--- config.mk ---
export PLATFORM = sky130hd
export DESIGN_NAME = sdl_loader
export DESIGN_NICKNAME = d
export VERILOG_FILES = /design/src/logic/sdl_chan_conv.v /design/src/logic/sdl_loader.v
export VERILOG_INCLUDE_DIRS = /design/src /design/src/logic
export SDC_FILE = /design/constraint.sdc
export NUM_CORES = 1
export LEC_CHECK = 0
export BUFFER_PORTS_ARGS = -buffer_cell sky130_fd_sc_hd__clkbuf_2
export CORE_UTILIZATION = 55
export DETAILED_ROUTE_END_ITERATION = 10
export PLACE_DENSITY = 0.79
export SYNTH_ARGS = -nofsm -noshare
export SYNTH_HDL_FRONTEND = slang
export SYNTH_SLANG_ARGS = --single-unit
--- constraint.sdc ---
create_clock -name clk -period 7.2 [get_ports clk]
set_input_delay 1.44 -clock clk [delete_from_list [all_inputs] [get_ports clk]]
set_output_delay 1.44 -clock clk [all_outputs]
set_load 0.01 [all_outputs]
--- src/logic/sdl_defs.vh ---
// constants shared by the six-channel decimating loader files
`ifndef SDL_DEFS_VH
`define SDL_DEFS_VH

// pixel code width and full-scale code
`define SDL_CODE_W      10
`define SDL_CODE_FULL   10'h3FF
`define SDL_CODE_RST    10'h000

// channel count and pointer layout
`define SDL_NCH         6
`define SDL_PTR_W       3
`define SDL_CH_LEFT     3'h0
`define SDL_CH_RIGHT    3'h5
`define SDL_LOADS_LAST  3'h5

// loader state codes
`define SDL_ST_IDLE     1'b0
`define SDL_ST_LOAD     1'b1

// clock period in ns, for reference by timing figures
`define SDL_CLK_NS      10

`endif

--- src/logic/sdl_chan_conv.v ---
// one output converter channel: holds the transferred code and its drive figures
`timescale 1ns/10ps
`default_nettype none
`include "sdl_defs.vh"

module sdl_chan_conv (
  input  wire                    clk,
  input  wire                    rst_n,
  input  wire                    ce,
  input  wire                    xfer,
  input  wire [`SDL_CODE_W-1:0]  code_in,
  input  wire                    polarity_invert,
  input  wire                    low_power_hold,
  output reg  [`SDL_CODE_W-1:0]  code_q,
  output reg  [`SDL_CODE_W-1:0]  away_steps_q,
  output reg                     above_mid_q,
  output reg                     drive_en_q
);

  // steps away from the reference level: full-scale code gives zero
  function [`SDL_CODE_W-1:0] away_of;
    input [`SDL_CODE_W-1:0] c;
    begin
      away_of = `SDL_CODE_FULL - c;
    end
  endfunction

  // code and step count change only on a transfer, so all six move together
  always @(posedge clk or negedge rst_n) begin
    if (!rst_n) begin
      code_q       <= `SDL_CODE_RST;
      away_steps_q <= `SDL_CODE_FULL;
      above_mid_q  <= 1'b0;
      drive_en_q   <= 1'b0;
    end else if (ce) begin
      if (xfer) begin
        code_q       <= code_in;
        away_steps_q <= away_of(code_in);
      end
      above_mid_q <= polarity_invert;
      drive_en_q  <= ~low_power_hold;
    end
  end

endmodule // sdl_chan_conv

`default_nettype wire

--- src/logic/sdl_loader.v ---
// six-channel decimating loader: edge-selected code loading, transfer, output drive
// Behaviour
// each load captures the whole 10-bit code
// sequence start sampled only on active edge
// sequence begins on the next active edge
// edge select high rising, low falling
// one code captured per active edge
// direction low starts channel 0, high 5
// transfer strobe detected on rising edges only
// next rising edge moves all six codes out
// polarity input selects region above or below midpoint
// hold input debiases the channel drivers
// output steps away linearly from code 1023
// pointer walks six channels then stops
// controller strobes transfer after six loads
`timescale 1ns/10ps
`default_nettype none
`include "sdl_defs.vh"

module sdl_loader (
  // clock, reset and enable
  input  wire                          clk,
  input  wire                          arst_n,
  input  wire                          ce,
  // controller side: codes, strobes and selects
  input  wire [`SDL_CODE_W-1:0]        pixel_code_in,
  input  wire                          load_sequence_start,
  input  wire                          scan_direction_select,
  input  wire                          edge_phase_select,
  input  wire                          output_transfer_strobe,
  input  wire                          polarity_invert,
  input  wire                          low_power_hold,
  // converter side
  output wire [`SDL_CODE_W*`SDL_NCH-1:0] channel_outputs,
  output wire [`SDL_CODE_W*`SDL_NCH-1:0] channel_away_steps,
  output wire [`SDL_NCH-1:0]           channel_above_mid,
  output wire [`SDL_NCH-1:0]           channel_drive_en,
  // walk status, kept visible for observation
  output reg                           load_busy_q,
  output reg  [`SDL_PTR_W-1:0]         load_ptr_q,
  output reg                           xfer_pending_q
);

  // timing at a glance, counted in rising edges of clk:
  //   edge N     start seen, walk armed, pointer set to the first channel
  //   edge N+1   first code latched at the starting channel
  //   edge N+6   sixth code latched; busy drops after this edge
  //   edge T     transfer strobe seen, pending flag rises
  //   edge T+1   all six converters take the latches at once
  // in falling-edge mode the start and code values are those sampled half
  // a cycle before each rising edge, so the same counts hold in both modes
  // a start on a loading edge restarts the walk and that edge loads nothing
  // ce low freezes every register, the half-cycle capture included, but
  // not the reset synchroniser: reset release is never held off by ce
  // there is no guard against a transfer in mid-walk; the converters then
  // show a mix of old and new codes until the next complete transfer

  localparam ST_IDLE = `SDL_ST_IDLE;
  localparam ST_LOAD = `SDL_ST_LOAD;

  // reset release through two flops; assertion stays asynchronous
  // so that every register leaves reset on the same edge; a release that
  // landed near an edge would otherwise free some flops a cycle early
  reg rst_meta_q;
  reg rst_n_q;

  always @(posedge clk or negedge arst_n) begin
    if (!arst_n) begin
      rst_meta_q <= 1'b0;
      rst_n_q    <= 1'b0;
    end else begin
      rst_meta_q <= 1'b1;
      rst_n_q    <= rst_meta_q;
    end
  end

  // falling-edge capture of code and start; the controller shares our clock,
  // so no synchroniser is needed, only a half-cycle register
  // both samples run whatever the phase select says, so switching modes
  // between walks needs no settling time
  reg [`SDL_CODE_W-1:0] fall_code_q;
  reg                   fall_start_q;

  always @(negedge clk or negedge rst_n_q) begin
    if (!rst_n_q) begin
      fall_code_q  <= `SDL_CODE_RST;
      fall_start_q <= 1'b0;
    end else if (ce) begin
      fall_code_q  <= pixel_code_in;
      fall_start_q <= load_sequence_start;
    end
  end

  // pick the sample of the active edge; one active edge per clock period
  // either way, so the loader itself runs on the rising edge
  // trade-off: falling-edge mode adds half a cycle of input setup but
  // keeps one clock domain for the whole loader
  wire [`SDL_CODE_W-1:0] act_code;
  wire                   act_start;

  assign act_code  = edge_phase_select ? pixel_code_in : fall_code_q;
  assign act_start = edge_phase_select ? load_sequence_start : fall_start_q;

  // next channel in the scan direction; the walk stops after six codes,
  // so the pointer never steps past either end
  function [`SDL_PTR_W-1:0] step_ptr;
    input [`SDL_PTR_W-1:0] p;
    input                  right_to_left;
    begin
      if (right_to_left)
        step_ptr = p - 3'h1;
      else
        step_ptr = p + 3'h1;
    end
  endfunction

  // starting channel of a sequence
  function [`SDL_PTR_W-1:0] first_ptr;
    input right_to_left;
    begin
      first_ptr = right_to_left ? `SDL_CH_RIGHT : `SDL_CH_LEFT;
    end
  endfunction

  // loader state; cnt_q counts codes already taken in this walk and
  // dir_q keeps the direction seen on the start edge
  reg                   state_q;
  reg                   state_d;
  reg                   dir_q;
  reg                   dir_d;
  reg [`SDL_PTR_W-1:0]  ptr_d;
  reg [`SDL_PTR_W-1:0]  cnt_q;
  reg [`SDL_PTR_W-1:0]  cnt_d;
  reg                   arm_q;
  reg                   arm_d;
  reg                   wr_en;

  // channel latches, addressed by the pointer
  reg [`SDL_CODE_W-1:0] lat_q [0:`SDL_NCH-1];
  integer i;

  // the sixth load of a walk; the loader drops back to idle after it
  wire walk_last;

  assign walk_last = (state_q == ST_LOAD) && (cnt_q == `SDL_LOADS_LAST);

  // idle holds the pointer until a start arms the loader; load writes one
  // latch per edge and counts to six. the start override sits last so that
  // it wins over whatever the state would do on the same edge
  // next-state: a start seen on one active edge arms the loader, and the
  // first code goes in on the following active edge; a new start restarts
  // the walk even in the middle of a sequence
  always @* begin
    state_d = state_q;
    dir_d   = dir_q;
    ptr_d   = load_ptr_q;
    cnt_d   = cnt_q;
    arm_d   = 1'b0;
    wr_en   = 1'b0;
    case (state_q)
      ST_IDLE: begin
        if (arm_q) begin
          state_d = ST_LOAD;
          wr_en   = 1'b1;
          cnt_d   = 3'h1;
          ptr_d   = step_ptr(load_ptr_q, dir_q);
        end
      end
      ST_LOAD: begin
        wr_en = 1'b1;
        if (walk_last) begin
          state_d = ST_IDLE;
          cnt_d   = 3'h0;
        end else begin
          cnt_d = cnt_q + 3'h1;
          ptr_d = step_ptr(load_ptr_q, dir_q);
        end
      end
      default: begin
        state_d = ST_IDLE;
      end
    endcase
    if (arm_q && state_q == ST_LOAD) begin
      // arm_q with ST_LOAD cannot arise, as a start always sets ST_IDLE; the idle branch opens the fresh walk
      state_d = ST_LOAD;
      cnt_d   = 3'h1;
      ptr_d   = step_ptr(load_ptr_q, dir_q);
    end
    if (act_start) begin
      arm_d   = 1'b1;
      state_d = ST_IDLE;
      dir_d   = scan_direction_select;
      ptr_d   = first_ptr(scan_direction_select);
      cnt_d   = 3'h0;
    end
  end

  // state registers; ce low freezes everything
  always @(posedge clk or negedge rst_n_q) begin
    if (!rst_n_q) begin
      state_q    <= ST_IDLE;
      dir_q      <= 1'b0;
      load_ptr_q <= `SDL_CH_LEFT;
      cnt_q      <= 3'h0;
      arm_q      <= 1'b0;
    end else if (ce) begin
      state_q    <= state_d;
      dir_q      <= dir_d;
      load_ptr_q <= ptr_d;
      cnt_q      <= cnt_d;
      arm_q      <= arm_d;
    end
  end

  // the start edge itself loads nothing, even if it ends a sequence
  wire                do_write;
  wire [`SDL_NCH-1:0] lat_we;

  assign do_write = wr_en && !act_start;

  // one-hot latch select; pointer codes 6 and 7 select nothing, so a
  // corrupted pointer can never write past the six latches
  function [`SDL_NCH-1:0] chan_sel;
    input [`SDL_PTR_W-1:0] p;
    integer                c;
    begin
      chan_sel = {`SDL_NCH{1'b0}};
      for (c = 0; c < `SDL_NCH; c = c + 1) begin
        if (p == c[`SDL_PTR_W-1:0]) begin
          chan_sel[c] = 1'b1;
        end
      end
    end
  endfunction

  assign lat_we = do_write ? chan_sel(load_ptr_q) : {`SDL_NCH{1'b0}};

  // channel latches take the full code on each loading edge
  always @(posedge clk or negedge rst_n_q) begin
    if (!rst_n_q) begin
      for (i = 0; i < `SDL_NCH; i = i + 1) begin
        lat_q[i] <= `SDL_CODE_RST;
      end
    end else if (ce) begin
      for (i = 0; i < `SDL_NCH; i = i + 1) begin
        if (lat_we[i]) begin
          lat_q[i] <= act_code;
        end
      end
    end
  end

  // busy shows a walk in progress, including the armed edge; it is taken
  // from the next-state values so it lines up with the pointer it describes
  wire busy_d;

  assign busy_d = arm_d || (state_d == ST_LOAD);

  // busy register
  always @(posedge clk or negedge rst_n_q) begin
    if (!rst_n_q) begin
      load_busy_q <= 1'b0;
    end else if (ce) begin
      load_busy_q <= busy_d;
    end
  end

  // transfer strobe is looked at on rising edges whatever the phase select;
  // the move happens one rising edge later. a mid-load transfer moves a
  // partial set, which the controller is expected to avoid
  // registering the strobe keeps its decode off the converter clock path,
  // at the cost of the one-edge delay the transfer timing asks for anyway
  always @(posedge clk or negedge rst_n_q) begin
    if (!rst_n_q) begin
      xfer_pending_q <= 1'b0;
    end else if (ce) begin
      xfer_pending_q <= output_transfer_strobe;
    end
  end

  // six converter channels, all updated by the same pulse
  // one pulse for all six is what keeps the columns in step; a per-channel
  // enable would let a late channel show the previous line
  genvar g;
  generate
    for (g = 0; g < `SDL_NCH; g = g + 1) begin : g_ch
      sdl_chan_conv u_conv (
        .clk             (clk),
        .rst_n           (rst_n_q),
        .ce              (ce),
        .xfer            (xfer_pending_q),
        .code_in         (lat_q[g]),
        .polarity_invert (polarity_invert),
        .low_power_hold  (low_power_hold),
        .code_q          (channel_outputs[g*`SDL_CODE_W +: `SDL_CODE_W]),
        .away_steps_q    (channel_away_steps[g*`SDL_CODE_W +: `SDL_CODE_W]),
        .above_mid_q     (channel_above_mid[g]),
        .drive_en_q      (channel_drive_en[g])
      );
    end
  endgenerate

endmodule // sdl_loader

`default_nettype wire

Word-level counts from Yosys, hierarchy flattened
Index checks and enable logic that the tools add are counted.
Widths: inputs -> output; s select.

storage, ports and cells
  bits in registers = 206
  input port bits = 19
  output and inout port bits = 137
  logic and storage cells = 94

operators by class
  add/sub/neg operators = 9
  equality and inequality tests = 8
  mux-type cells = 28
  bitwise gates (word level) = 2
  reductions and logical operators = 16

operators by type and width
  kind                    number
  $sub 10x10->10 const A  6
  $mux 3                  10
  $reduce_and 2->1        9
  $mux 1                  12
  $pmux 3 s2              2
  $mux 10                 1
  $eq 3x3->1 const B      3
  $add 3x1->3 const B     2
  $eq 3x2->1 const B      2
  $mux 6                  1
  $ne 4x3->1 const B      1
  $ne 4x4->1 const B      1
  $pmux 1 s2              2
  $eq 3x1->1 const B      1
  $logic_and 1x1->1       3
  $logic_not 3->1         1
  $reduce_and 3->1        1
  $sub 3x1->3 const B     1
  $not 1->1               2
  $logic_not 1->1         1
  $logic_or 1x1->1        1

Logic depth before layout (Yosys ltp)
  word-level depth = 7
  depth in mapped cells = 6
  mapped depth without buffers = 6

By module
A second synthesis with hierarchy kept.

second synthesis, totals
  cells, all modules = 578
  area, all modules = 8953.6 µm²

by module, submodules not included
  module         times used  cells an instance  area an instance (µm²)  sequential area each (µm²)
  sdl_chan_conv  6           58                 898.4                   563.0
  sdl_loader     1           230                3563.4                  2102.0

==> metrics.yaml <==
synthesis:
  yosysWarnings: 0
  synth_cells: 572
  yosysSeqAreaShare_pct: 64.94
  yosysMostFrequentCell: "mux2_2"
  yosys_register_bits: 206
  synth_common_cells: "mux2_2, dfrtp_1, nand2_1"
  async_flop_share_pct: 100.0
  synth_area_um2: 8054
  synth_edf_count: 0
  ys_top_cells_by_area: "dfrtp_1, mux2_2, dfstp_2"
  syn_area_per_cell_um2: 14.08
  ys_types: 34
  synthesis.nets: 599
  synthFlopType: "dfrtp_1"
  netlist.area_leader.share_pct: 41.95
  yosysTopAreaCell: "dfrtp_1"
detailed_routing:
  vias: 4771
  wl_per_cell_um: 17.39
  postRouteWirelength_mm: 15.74
  drc: 0
  drt_iter0_drc: 222
  drtAntennaViolNets: 0
  firstDrtPassIters: 4
  avgViaCountPerCell: 5.272
clock_network:
  clock_path_buffers: 3
  postCtsHoldBufs: 0
  cts_root_buf: "clkbuf_16"
  cts_tree: "built"
  path_clk_slew_ns: 0.06
  ctsHtreeMaxLevel: 1
  cts_resized: 0
  postCtsSetupRepairBufs: 0
  clock_sinks: 206
  clock_latency_ns: 0.50
  cts_buffers: 20
global_routing:
  grt_pass1_wl_mm: 24.65
  grt_pass1_vias: 4734
  grtUsageTotal_pct: 21.40
  grt_overflow: 0
  antenna_found_initial: 0
  grt_max_degree: 107
pwr:
  p_sw_mw: 1.176
  power_density_nw_per_um2: 416.8
  p_int_mw: 2.791
  switching_share_pct: 29.66
  power_frac_comb_pct: 24.5
  p_clk_share_pct: 26.3
  p_leak_nw: 4.603
  vdd_drop_max_uv: 250.1
  pwr-share-seq_pct: 49.3
setup_path:
  endpoint_kind: "flop"
  critPathRequiredTime_ns: 7.56
  cp_max_fo: 11
  critPathLaunchType: "flop"
  arrival_ns: 6.01
  worstSetupPathType: "reg -> reg"
floorplan:
  die_h_um: 123.0
  core-area_um2: 14100
  die_w_um: 123.0
  rows: 43
  pin_count: 156
  die_area_um2: 15130
  start_util_pct: 57.14
final_layout:
  final_area_um2: 9518
  final_net_count: 738
  area_delta_synth_final_pct: 18.18
  instances_no_fill: 905
  drive_above_1_share_pct: 55.17
  antenna_cells: 0
timing:
  setup_viol: 0
  slew_headroom_pct: 28.75
  fin_hold_ws_ns: 0.3626
  maxSlewViolCount: 0
  final_hold_viol_count: 0
  final.setup.worst_slack_ns: 1.545
  setup-tns-final_ns: 0
  worst_slew_pin_slew_ns: 1.069
  fin_skew_ns: 0.02942
  rsz0062_at_grt: "false"
placed_design:
  dpl.hpwl_mm: 10.64
  post-place-cells: 869
  gp_congestion: 0.7487
  place_area_um2: 8851
  place_ws_ns: 1.056
  port_buffers: 155
worst_hold_path:
  worstHoldPathType: "reg -> reg"
run_status:
  outcome: "complete, no violations"
run:
  cap_violations: 0
cells by family after synthesis:
family,Yosys count,synth area share (%)
XOR/XNOR,2,0.2175
buffers and inverters,48,3.278
multiplexers,148,20.69
AO/OA/AOI/OAI,79,5.298
AND/OR/NAND/NOR,80,4.288
flip-flops,206,64.94
other,1,0.04656
adder cells (fa/ha/maj),8,1.243
path summary, 6_finish.rpt:
kind / startpoint / end / slack [ns] / cells after the start
hold / removal: rst_meta_q / rst_n_q / 0.36 / 0
setup / recovery: fall_start_q / lat_q[25] / 1.55 / 4
hold reg to reg: rst_meta_q / rst_n_q / 0.36 / 0
min in group asynchronous: rst_n_q / lat_q[5] / 0.49 / 0
setup reg to reg: fall_start_q / lat_q[25] / 1.55 / 4
max in group asynchronous: rst_n_q / fall_code_q[3] / 2.55 / 0
cell type report:
| class | instances | area [um2] |
|---|---|---|
| flip-flops and latches | 206 | 5234 |
| fillers | 1005 | 4578 |
| multi-input cells | 318 | 2567 |
| repair buffers | 158 | 798.3 |
| clock buffers | 26 | 564.3 |
| well taps | 180 | 225.2 |
| clock inverters | 10 | 102.6 |
| inverters | 7 | 26.28 |
power by group through the flow:
stage,sequential (mW),combinational (mW),clock (mW)
finish,1.95,0.970,1.04
global route,2.02,1.08,1.11
CTS,1.96,0.989,1.07
detailed placement,1.98,0.985,0
global placement,1.95,0.947,0
floorplan,2.05,0.456,0
through the flow:
stage | power [mW] | utilization (%)
2_1_floorplan | 2.508 | -
3_3_place_gp | 2.895 | 62.79
3_5_place_dp | 2.965 | 62.79
4_1_cts | 4.016 | 67.52
5_1_grt | 4.202 | 67.52
6_report | 3.967 | 67.52
routing by layer:
layer | track usage [%] | share of wire (%) | up-vias
met4 | 5.346 | 1.8 | 0
met1 | 28.26 | 42 | 2368
met3 | 3.090 | 4.9 | 24
met2 | 37.32 | 51 | 129
met5 | 0 | 0 | -
li1 | - | - | 2250
critical path, cell delays in order (launching register included):
cell and delay (ns):
dfrtn_1 0.35, mux2_4 0.35, nor2_1 0.24, and3_1 0.57, mux2_2 0.41
flip-flops by register name, indices dropped and copies added (netlist names), 3 cells and up:
name and flops:
fall_code_q 10, load_ptr_q 3, g_ch.u_conv.code_q 60, cnt_q 3, g_ch.u_conv.away_steps_q 60, lat_q 60
placed cells by master, fill, tap and decap left out, types with 2 or more instances in the layout:
cell type / count
dfrtp_1: 134
o21ai_0: 65
clkinv_2: 7
buf_4: 3
mux2i_1: 3
a21oi_1: 2
dfrtn_1: 11
mux2_2: 144
o31ai_1: 3
o211ai_1: 3
clkbuf_2: 155
nand2_1: 67
clkbuf_8: 2
xnor2_1: 2
bufinv_16: 2
clkbuf_1: 3
dfstp_2: 60
clkbuf_16: 21
inv_1: 7
nor2_1: 2
and3_1: 4
ha_1: 8
Note: power is estimated with default switching activity, not from simulation.
